<file path="src/core/eew_defs.vh">
// constants for the byte-wide eeprom host write controller
`ifndef EEW_DEFS_VH
`define EEW_DEFS_VH

`define EEW_CLK_NS     4
// address/data setup before the write strobe falls
`define EEW_T_SU_NS    20
// write strobe low time, well above the 20 ns noise filter of the part
`define EEW_T_WP_NS    100
`define EEW_T_WPH_NS   50
`define EEW_T_ACC_NS   150
`define EEW_T_OEH_NS   50
// byte load window; a whole byte cycle here is far shorter
`define EEW_T_BLC_NS   100000
`define EEW_T_WC_NS    5000000
`define EEW_SYNC_CYC   2

`define EEW_SU_CYC     ((`EEW_T_SU_NS + `EEW_CLK_NS - 1) / `EEW_CLK_NS)
`define EEW_WP_CYC     ((`EEW_T_WP_NS + `EEW_CLK_NS - 1) / `EEW_CLK_NS)
`define EEW_WPH_CYC    ((`EEW_T_WPH_NS + `EEW_CLK_NS - 1) / `EEW_CLK_NS)
`define EEW_ACC_CYC    ((`EEW_T_ACC_NS + `EEW_CLK_NS - 1) / `EEW_CLK_NS + `EEW_SYNC_CYC)
`define EEW_OEH_CYC    ((`EEW_T_OEH_NS + `EEW_CLK_NS - 1) / `EEW_CLK_NS)
`define EEW_BLC_CYC    (`EEW_T_BLC_NS / `EEW_CLK_NS)
`define EEW_WC_CYC     (`EEW_T_WC_NS / `EEW_CLK_NS)

// commands
`define EEW_OP_READ    2'h0
`define EEW_OP_WRITE   2'h1
`define EEW_OP_SDPWR   2'h2
`define EEW_OP_SDPCLR  2'h3

// protection command table (addresses and data)
`define EEW_SEQ_A0     15'h5555
`define EEW_SEQ_A1     15'h2aaa
`define EEW_SEQ_D0     8'haa
`define EEW_SEQ_D1     8'h55
`define EEW_SEQ_DWR    8'ha0
`define EEW_SEQ_DCLR   8'h80
`define EEW_SEQ_DCLR2  8'h20
`define EEW_SEQ_NWR    3'h3
`define EEW_SEQ_NCLR   3'h6

`define EEW_PAGE_BYTES 7'h40

`endif

</file>
<file path="src/core/eew_page_buf.v">
// 64-byte page buffer with registered read data
`default_nettype none
module eew_page_buf (
  input  wire       clk,
  input  wire       we,
  input  wire [5:0] waddr,
  input  wire [7:0] wdata,
  input  wire [5:0] raddr,
  output reg  [7:0] rdata_q
);
  reg [7:0] mem [0:63];

  always @(posedge clk) begin
    if (we) begin
      mem[waddr] <= wdata;
    end
    rdata_q <= mem[raddr];
  end
endmodule
`default_nettype wire

</file>
<file path="src/core/eew_host.v">
// host controller driving a byte-wide eeprom: reads, page writes, protection sequences
`default_nettype none
`include "eew_defs.vh"
module eew_host #(
  parameter integer WC_CYC  = `EEW_WC_CYC,
  parameter integer TMO_CYC = 2 * `EEW_WC_CYC
) (
  input  wire        clk,
  input  wire        rst,
  input  wire        cmd_valid,
  output wire        cmd_ready,
  input  wire [1:0]  cmd_op,
  input  wire [14:0] cmd_addr,
  input  wire [6:0]  cmd_len,
  input  wire        buf_we,
  input  wire [5:0]  buf_idx,
  input  wire [7:0]  buf_wdata,
  output reg  [7:0]  rd_data_q,
  output reg         done_q,
  output reg         err_q,
  output reg  [14:0] cell_address_q,
  output reg         ce_n_q,
  output reg         oe_n_q,
  output reg         we_n_q,
  output reg  [7:0]  data_lines_o_q,
  output reg         data_lines_oe_n_q,
  input  wire [7:0]  data_lines_i
);
  localparam [7:0] S_IDLE = 8'h01;
  localparam [7:0] S_WSET = 8'h02;
  localparam [7:0] S_WLOW = 8'h04;
  localparam [7:0] S_WHI  = 8'h08;
  localparam [7:0] S_RLOW = 8'h10;
  localparam [7:0] S_RGAP = 8'h20;
  localparam [7:0] S_WAIT = 8'h40;

  // header counts are 32-bit; cut to counter width on purpose
  localparam integer SU_I    = `EEW_SU_CYC;
  localparam integer WP_I    = `EEW_WP_CYC;
  localparam integer WPH_I   = `EEW_WPH_CYC;
  localparam integer ACC_I   = `EEW_ACC_CYC;
  localparam integer OEH_I   = `EEW_OEH_CYC;
  localparam [5:0]   SU_CYC  = SU_I[5:0];
  localparam [5:0]   WP_CYC  = WP_I[5:0];
  localparam [5:0]   WPH_CYC = WPH_I[5:0];
  localparam [5:0]   ACC_CYC = ACC_I[5:0];
  localparam [5:0]   OEH_CYC = OEH_I[5:0];
  localparam [22:0]  WC_LIM  = WC_CYC[22:0];
  localparam [22:0]  TMO_LIM = TMO_CYC[22:0];

  reg [7:0]  state_q;
  reg [5:0]  cnt_q;
  reg [22:0] tmo_q;
  reg [1:0]  op_q;
  reg [14:0] base_q;
  reg [6:0]  len_q;
  reg [6:0]  idx_q;
  reg [2:0]  pstep_q;
  reg [2:0]  pnum_q;
  reg        poll_q;
  reg        havep_q;
  reg        prev6_q;
  reg [7:0]  last_q;
  reg [7:0]  sync1_q;
  reg [7:0]  sync2_q;
  wire [7:0] buf_rd;

  wire        in_pre   = (pstep_q != pnum_q);
  wire [14:0] byte_adr = {base_q[14:6], base_q[5:0] + idx_q[5:0]};
  wire        last_b   = (idx_q == len_q - 7'h01);

  assign cmd_ready = state_q[0];

  eew_page_buf u_buf (
    .clk     (clk),
    .we      (buf_we),
    .waddr   (buf_idx),
    .wdata   (buf_wdata),
    .raddr   (idx_q[5:0]),
    .rdata_q (buf_rd)
  );

  // fixed command table; a wrong entry makes the part drop the sequence
  function [22:0] seq_ent;
    input [2:0] step;
    input       clr;
    begin
      case (step)
        3'h0:    seq_ent = {`EEW_SEQ_A0, `EEW_SEQ_D0};
        3'h1:    seq_ent = {`EEW_SEQ_A1, `EEW_SEQ_D1};
        3'h2:    seq_ent = {`EEW_SEQ_A0, clr ? `EEW_SEQ_DCLR : `EEW_SEQ_DWR};
        3'h3:    seq_ent = {`EEW_SEQ_A0, `EEW_SEQ_D0};
        3'h4:    seq_ent = {`EEW_SEQ_A1, `EEW_SEQ_D1};
        default: seq_ent = {`EEW_SEQ_A0, `EEW_SEQ_DCLR2};
      endcase
    end
  endfunction

  wire [22:0] seq_w = seq_ent(pstep_q, op_q == `EEW_OP_SDPCLR);

  always @(posedge clk or posedge rst) begin
    if (rst) begin
      sync1_q <= 8'h00;
      sync2_q <= 8'h00;
    end else begin
      sync1_q <= data_lines_i;
      sync2_q <= sync1_q;
    end
  end

  always @(posedge clk or posedge rst) begin
    if (rst) begin
      state_q           <= S_IDLE;
      cnt_q             <= 6'h00;
      tmo_q             <= 23'h000000;
      op_q              <= `EEW_OP_READ;
      base_q            <= 15'h0000;
      len_q             <= 7'h01;
      idx_q             <= 7'h00;
      pstep_q           <= 3'h0;
      pnum_q            <= 3'h0;
      poll_q            <= 1'b0;
      havep_q           <= 1'b0;
      prev6_q           <= 1'b0;
      last_q            <= 8'h00;
      rd_data_q         <= 8'h00;
      done_q            <= 1'b0;
      err_q             <= 1'b0;
      cell_address_q    <= 15'h0000;
      ce_n_q            <= 1'b1;
      oe_n_q            <= 1'b1;
      we_n_q            <= 1'b1;
      data_lines_o_q    <= 8'h00;
      data_lines_oe_n_q <= 1'b1;
    end else begin
      done_q <= 1'b0;
      cnt_q  <= cnt_q + 6'h01;
      case (state_q)
        S_IDLE: begin
          cnt_q <= 6'h00;
          if (cmd_valid) begin
            op_q    <= cmd_op;
            base_q  <= cmd_addr;
            len_q   <= (cmd_len == 7'h00) ? 7'h01 :
                       (cmd_len > `EEW_PAGE_BYTES) ? `EEW_PAGE_BYTES : cmd_len;
            idx_q   <= 7'h00;
            pstep_q <= 3'h0;
            pnum_q  <= (cmd_op == `EEW_OP_SDPWR) ? `EEW_SEQ_NWR :
                       (cmd_op == `EEW_OP_SDPCLR) ? `EEW_SEQ_NCLR : 3'h0;
            err_q   <= 1'b0;
            havep_q <= 1'b0;
            poll_q  <= 1'b0;
            if (cmd_op == `EEW_OP_READ) begin
              cell_address_q <= cmd_addr;
              state_q        <= S_RLOW;
            end else begin
              state_q <= S_WSET;
            end
          end
        end
        // gate held high while select goes low and the bus is driven; strobe falls after the setup
        S_WSET: begin
          oe_n_q            <= 1'b1;
          ce_n_q            <= 1'b0;
          data_lines_oe_n_q <= 1'b0;
          cell_address_q    <= in_pre ? seq_w[22:8] : byte_adr;
          data_lines_o_q    <= in_pre ? seq_w[7:0] : buf_rd;
          if (!in_pre) begin
            last_q <= buf_rd;
          end
          if (cnt_q == SU_CYC) begin
            cnt_q   <= 6'h00;
            state_q <= S_WLOW;
          end
        end
        S_WLOW: begin
          we_n_q <= 1'b0;
          if (cnt_q == WP_CYC - 6'h01) begin
            cnt_q   <= 6'h00;
            state_q <= S_WHI;
          end
        end
        // strobe and select rise together; data held through the recovery
        S_WHI: begin
          we_n_q <= 1'b1;
          ce_n_q <= 1'b1;
          if (cnt_q == WPH_CYC - 6'h01) begin
            cnt_q             <= 6'h00;
            data_lines_oe_n_q <= 1'b1;
            if (in_pre) begin
              pstep_q <= pstep_q + 3'h1;
              if (pstep_q + 3'h1 == pnum_q && op_q == `EEW_OP_SDPCLR) begin
                tmo_q   <= 23'h000000;
                state_q <= S_WAIT;
              end else begin
                state_q <= S_WSET;
              end
            end else if (!last_b) begin
              idx_q   <= idx_q + 7'h01;
              state_q <= S_WSET;
            end else begin
              // idle strobe lets the part start programming; poll the last byte
              cell_address_q <= byte_adr;
              poll_q         <= 1'b1;
              tmo_q          <= 23'h000000;
              state_q        <= S_RGAP;
            end
          end
        end
        // data bus released a full gap before the part may drive it
        S_RLOW: begin
          data_lines_oe_n_q <= 1'b1;
          ce_n_q            <= 1'b0;
          oe_n_q            <= 1'b0;
          if (poll_q) begin
            tmo_q <= tmo_q + 23'h000001;
          end
          if (cnt_q == ACC_CYC - 6'h01) begin
            cnt_q     <= 6'h00;
            rd_data_q <= sync2_q;
            oe_n_q    <= 1'b1;
            ce_n_q    <= 1'b1;
            if (!poll_q) begin
              done_q  <= 1'b1;
              state_q <= S_IDLE;
            end else if (havep_q && sync2_q[6] == prev6_q &&
                         sync2_q[7] == last_q[7]) begin
              done_q  <= 1'b1;
              state_q <= S_IDLE;
            end else if (tmo_q >= TMO_LIM) begin
              err_q   <= 1'b1;
              done_q  <= 1'b1;
              state_q <= S_IDLE;
            end else begin
              prev6_q <= sync2_q[6];
              havep_q <= 1'b1;
              state_q <= S_RGAP;
            end
          end
        end
        S_RGAP: begin
          oe_n_q            <= 1'b1;
          ce_n_q            <= 1'b1;
          data_lines_oe_n_q <= 1'b1;
          tmo_q             <= tmo_q + 23'h000001;
          if (cnt_q == OEH_CYC - 6'h01) begin
            cnt_q   <= 6'h00;
            state_q <= S_RLOW;
          end
        end
        // clearing gives no polling status, so wait out the cycle time
        S_WAIT: begin
          cnt_q <= 6'h00;
          tmo_q <= tmo_q + 23'h000001;
          if (tmo_q >= WC_LIM - 23'h000001) begin
            done_q  <= 1'b1;
            state_q <= S_IDLE;
          end
        end
        default: begin
          state_q <= S_IDLE;
        end
      endcase
    end
  end
endmodule
`default_nettype wire

</file>
<file path="config.mk">
export PLATFORM = sky130hd
export DESIGN_NAME = eew_host
export DESIGN_NICKNAME = d
export VERILOG_FILES = /design/src/core/eew_page_buf.v /design/src/core/eew_host.v
export VERILOG_INCLUDE_DIRS = /design/src /design/src/core
export SDC_FILE = /design/constraint.sdc
export NUM_CORES = 1
export LEC_CHECK = 0
export BUFFER_PORTS_ARGS = -buffer_cell sky130_fd_sc_hd__buf_2
export CORE_AREA = 5 5 342 277
export CTS_BUF_LIST = sky130_fd_sc_hd__clkbuf_2
export CTS_CLUSTER_SIZE = 40
export DETAILED_ROUTE_END_ITERATION = 10
export DIE_AREA = 0 0 347 282
export PLACE_DENSITY_LB_ADDON = 0.15
export SYNTH_ARGS = -nofsm -noshare
export SYNTH_HDL_FRONTEND = slang
export SYNTH_SLANG_ARGS = --single-unit
</file>
<file path="constraint.sdc">
create_clock -name clk -period 4.8 [get_ports clk]
set_clock_uncertainty 0.2 [all_clocks]
set_input_delay 0.48 -clock clk [delete_from_list [all_inputs] [get_ports clk]]
set_output_delay 0.48 -clock clk [all_outputs]
set_load 0.05 [all_outputs]
</file>
Yosys cells after proc, flatten, opt, wreduce, memory -nomap -nowiden --
Memories as Yosys holds them, arrays and structs flattened. A register that Yosys moved wholly into a read port is not among the register bits. Index checks and enable logic that the tools add are counted. Widths: inputs -> output; s select.
Operators by class: reductions and logical operators 34, bitwise gates (word level) 3, magnitude comparators 3, mux-type cells 78, eq/ne operators 41, add/sub/neg operators 6
Operators with widths (number):
- $pmux 23 s3 | 2
- $mux 23 | 5
- $mux 15 | 6
- $mux 8 | 9
- $pmux 8 s7 | 1
- $mux 6 | 9
- $mux 7 | 7
- $pmux 15 s3 | 1
- $ne 2x2->1 const B | 16
- $pmux 6 s5 | 1
- $add 23x1->23 const B | 1
- $ge 23x21->1 const B | 1
- $ge 23x22->1 const B | 1
- $mux 1 | 21
- $reduce_and 5->1 | 4
- $reduce_and 6->1 | 3
- $mux 3 | 5
- $pmux 7 s2 | 1
- $reduce_or 2->1 | 7
- $pmux 1 s2 | 6
- $reduce_bool 3->1 | 4
- $eq 8x1->1 const B | 1
- $eq 8x2->1 const B | 1
- $eq 8x3->1 const B | 1
- 35 further kinds | 51
Word-level totals: word-level logic and storage cells 190, output and inout port bits 38, bits in writable memories 512, flip-flop bits (word level) 138, memories 1, bits of input ports 50
Memory list:
- u_buf.mem | words 64, bits a word 8, rd ports 1, clocked after memory_dff 1, wr ports 1, RTL line eew_page_buf.v:11 | reg [7:0] mem [0:63];

Logic depth before layout (Yosys ltp) --
word-level depth 7, gate-level depth with buffers 10, mapped depth without buffers 8

Hierarchy --
From an unflattened synthesis, not the netlist that was laid out.
Unflattened totals: cell total of the unflattened synthesis 1729, area, all modules 27316.2 um2
Modules (own cells, without submodules):
- eew_page_buf | cells an instance 972, sequential area each 15534.9 um2, instances 1, area each 20190.6 um2
- eew_host | cells an instance 757, sequential area each 3260.6 um2, instances 1, area each 7125.6 um2

Worst setup path after synthesis --
OpenSTA, ideal clock, no wires.
kind flip-flop to flip-flop, start point register len_q[0], end point register cell_address_q[10], path slack 2.048 ns, required time 4.473 ns, data arrival time 2.425 ns, clock period less this slack 2.752 ns, library setup time 0.127 ns, buffers on the path 2, stages on the path, launching flop included 11, cells stage by stage dfstp_2 > inv_1 > ha_1 > nor3b_2 > mux2i_1 > a2bb2oi_1 > a2111o_1 > buf_2 > a21oi_4 > buf_6 > mux2_1
On the way: word-level cells in the longest chain between the ends 4
RTL lines:
- start, declared | RTL line eew_host.v:56 | reg [6:0] len_q;
- start signal, assigned | RTL line eew_host.v:144 | len_q <= (cmd_len == 7'h00) ? 7'h01 :
- $sub 7x1->7 | RTL line eew_host.v:70 | wire last_b = (idx_q == len_q - 7'h01);
- $eq 7x7->1 | RTL line eew_host.v:70
- $ne 2x2->1 (no line)
- $reduce_and 6->1 (no line)
- end signal, assigned | RTL line eew_host.v:154 | cell_address_q <= cmd_addr;
- end signal, assigned | RTL line eew_host.v:166 | cell_address_q <= in_pre ? seq_w[22:8] : byte_adr;
- end signal, assigned | RTL line eew_host.v:203 | cell_address_q <= byte_adr;
- end, declared | RTL line eew_host.v:21 | output reg [14:0] cell_address_q,
No other way between the ends. A chain may end at the register's enable or synchronous reset.

Worst setup path after layout --
start point register state_q[0], end point register base_q[6]
On the way: word-level cells in the longest chain between the ends 2
RTL lines:
- start, declared | RTL line eew_host.v:51 | reg [7:0] state_q;
- start signal, assigned | RTL line eew_host.v:113 | state_q <= S_IDLE;
- start signal, assigned | RTL line eew_host.v:155 | state_q <= S_RLOW;
- start signal, assigned | RTL line eew_host.v:157 | state_q <= S_WSET;
- $eq 8x1->1 | RTL line eew_host.v:138 | case (state_q)
- $reduce_and 2->1 (no line)
- end signal, assigned | RTL line eew_host.v:143 | base_q <= cmd_addr;
- end, declared | RTL line eew_host.v:55 | reg [14:0] base_q;
No other way between the ends.

==> metrics.md <==
| Metric | Value |
|---|---|
| Outcome | complete, no violations |
| Rel. slew slack | 12.8% |
| Met2 Track Usage GR | 22.0% |
| Final Setup Violations | 0 |
| Core area | 0.0907 mm² |
| Post-layout min period | 3980 ps |
| Top-count cell post-synth | edfxtp_1 |
| Vias in the first global route | 16500 |
| Setup CP Type | reg -> reg |
| Simple-gate area share of the yosys netlist | 7.31% |
| Class of the worst hold path | reg -> reg |
| Worst-case clock buffer depth | 3 |
| Unrepaired setup endpoints after global routing | false |
| Routed vias | 16000 |
| Clk sinks | between 600 and 700 |
| Synth Area in XOR/XNOR | 0.975% |
| CTS clk-pin slew, worst paths | roughly 90 ps |
| Adder-cell share of the synthesized area | 0.864% |
| Final worst setup slack | a little over 800 ps |
| DRT Pass-1 Iters | 5 |
| DR WL/cell | 22.4 µm |
| Fin crit share | between 80% and 90% |
| Slew Limit Fails | 0 |
| Synth cell count leaders | edfxtp_1, mux4_2, nand2_1, dfrtp_1, nor2_1 |
| Cts repair resizes | 0 |
| Die X | 347 µm |
| Detail Route Antenna Nets | 0 |
| Crit path max fanout | 17 |
| Area of placed instances | between 0.02 and 0.03 mm² |
| Crit path required time | 5860 ps |
| GRT Resource Usage Total | 14.9% |
| Yosys top cell by area | edfxtp_1 |
| Arrival @ worst endpoint | 5040 ps |
| Synth unique cells | 79 |
| Area growth syn-to-layout | 18.1% |
| Starting density of the core | 29.7% |
| CTS Buf Count | between 150 and 200 |
| Mux cell area share after synthesis | about 14% |
| EDFF count, synth | 512 |
| Root buffer selected by CTS | clkbuf_2 |
| DPL Wire Length | 44900 µm |
| Total power divided by cell area | 410 mW/mm² |
| Drc violations | 0 |
| Setup Fix Bufs, Post-CTS | 0 |
| Antenna violations before repair | 2 |
| Final hold viol count | 0 |
| Layer with the highest usage | met2 |
| # rows | 99 |
| Port Buf Inserts | 87 |
| GRT Residual Overflow | 0 |
| Leak | ~11 nW |
| Synth top area cells | edfxtp_1, mux4_2, dfrtp_1 |
| Synth Register Bits | 650 |
| Count of nets after finishing | 1999 |
| Post-synth top area share | about 57% |
| Cells after Synth | 1591 |
| Finished Cell Area | 0.0318 mm² |
| Die area | 0.0979 mm² |
| Worst-margin pin slew | 1310 ps |
| Max-cap violation count | 0 |
| Post-synth net total | 1659 |
| Post-Syn Area per Cell | 16.9 µm² |
| Via-per-instance ratio | 4.90 |
| Ys flop type | edfxtp_1 |
| Met3 Use GR | under 10% |
| GPL Wtd Cong | 0.795 |
| Layout cells sized above 1 | 29.1% |
| Pre-CTS WS | approximately 1200 ps |
| I/O pins | 88 |
| CTS tree | built |
| Maximum VDD drop | 199 µV |
| Setup TNS | 0 ps |
| Post-synthesis compound-gate area fraction | under 10% |
| Hold buffers post-CTS | 147 |
| Seq/Total Area, Yosys | 69.8% |
| Die height | approximately 280 µm |
| Core Util, Final | 35.1% |
| Max Fclk | 0.251 GHz |
| Worst setup EP type | flip-flop |
| Pin count of the biggest net entering global routing | 74 |
| Asr flop ratio synth | roughly 20% |
| Ys Warns | 0 |
| Worst setup SP type | flip-flop |
| Clock Latency Late Sink | around 1400 ps |
| Largest family of logic cells by synthesized area | multiplexers |
| 1st-iter DRT viols | between 1000 and 1500 |
| Met1 usage | 21.8% |
| H-tree level count | 4 |
| Mapped Area | 0.0269 mm² |
| DRT Wirelength | 73100 µm |
| Global-route wire length before repair | about 110000 µm |
-- cell type report --
cell class,instances,area [µm²]
sequential,650,18800
clock buffer,249,1250
clock inverter,43,277
timing repair buffer,260,2160
fill,8800,58900
inverter,16,65.1
multi-input combinational,833,7720
antenna,5,12.5
tap,1212,1520
-- path summary, 6_finish.rpt --
check,start,to,slack (ps),depth (start not counted)
setup / recovery,state_q[0]$_DFFE_PP1P_,base_q[6]$_DFFE_PP0P_,820,7
hold / removal,sync1_q[7]$_DFF_PP0_,sync2_q[7]$_DFF_PP0_,120,0
setup reg to reg,state_q[0]$_DFFE_PP1P_,base_q[6]$_DFFE_PP0P_,820,7
hold reg to reg,sync1_q[7]$_DFF_PP0_,sync2_q[7]$_DFF_PP0_,120,0
max in group asynchronous,rst,idx_q[3]$_DFFE_PP0P_,3020,6
min in group asynchronous,rst,data_lines_o_q[5]$_DFFE_PP0P_,670,6
-- cells by family after synthesis --
group | after synthesis
muxes | 187
and+or+nand+nor | 410
adders and majority gates | 18
DFF | 650
xor gates and xnor gates | 30
AOI/OAI and AO/OA | 188
buffers and inverters | 108
-- cell usage in the layout (no fill, tap or decap), types with 23 or more instances in the layout --
master / synthesis / layout
edfxtp_1: 512 / 512
clkbuf_2: 0 / 249
mux4_2: 160 / 160
dlygate4sd3_1: 0 / 146
nand2_1: 145 / 145
dfrtp_1: 124 / 120
nor2_1: 108 / 108
buf_2: 16 / 87
o21ai_0: 42 / 42
nand3_1: 32 / 31
a21oi_1: 29 / 29
clkinv_1: 0 / 25
buf_4: 0 / 23
-- per-stage QoR --
step / hold slack, ps / instances / total power [mW]
finish: 120 / 3268 / 13.0
detailed placement: 136 / 2824 / 9.05
global route: 79.4 / 3268 / 13.8
global placement: 133 / 2824 / 9.03
floorplan: 131 / 1591 / 8.35
CTS: 6.05 / 3263 / 13.2
-- worst max-delay path, cell delays in order (launching register included) --
cell and delay [ps]:
dfstp_2 670, nor4b_1 640, and3_1 790, buf_4 360
nand2_1 80, dlygate4sd3_1 560, nand2_1 60, dlygate4sd3_1 540
-- where the power goes --
group	internal, mW	switching (mW)	total (mW)
registers	6.39	0.270	6.66
logic	0.968	1.57	2.53
clock network	1.51	2.32	3.83
total	8.87	4.16	13.0
-- sequential cells by signal (all words and copies together), names as in the netlist, 8 cells and up --
| name | count |
|---|---|
| base_q | 15 |
| data_lines_o_q | 8 |
| sync2_q | 8 |
| u_buf.mem | 512 |
| u_buf.rdata_q | 8 |
| tmo_q | 23 |
| rd_data_q | 8 |
| sync1_q | 8 |
| cell_address_q | 15 |
-- routing by layer --
metal,vias to the layer above,wire length [µm]
met3,110,3860
met5,-,0
met4,0,1550
met2,481,32400
li1,7091,-
met1,8319,35200
No activity file was read; power rests on OpenSTA's default activity.
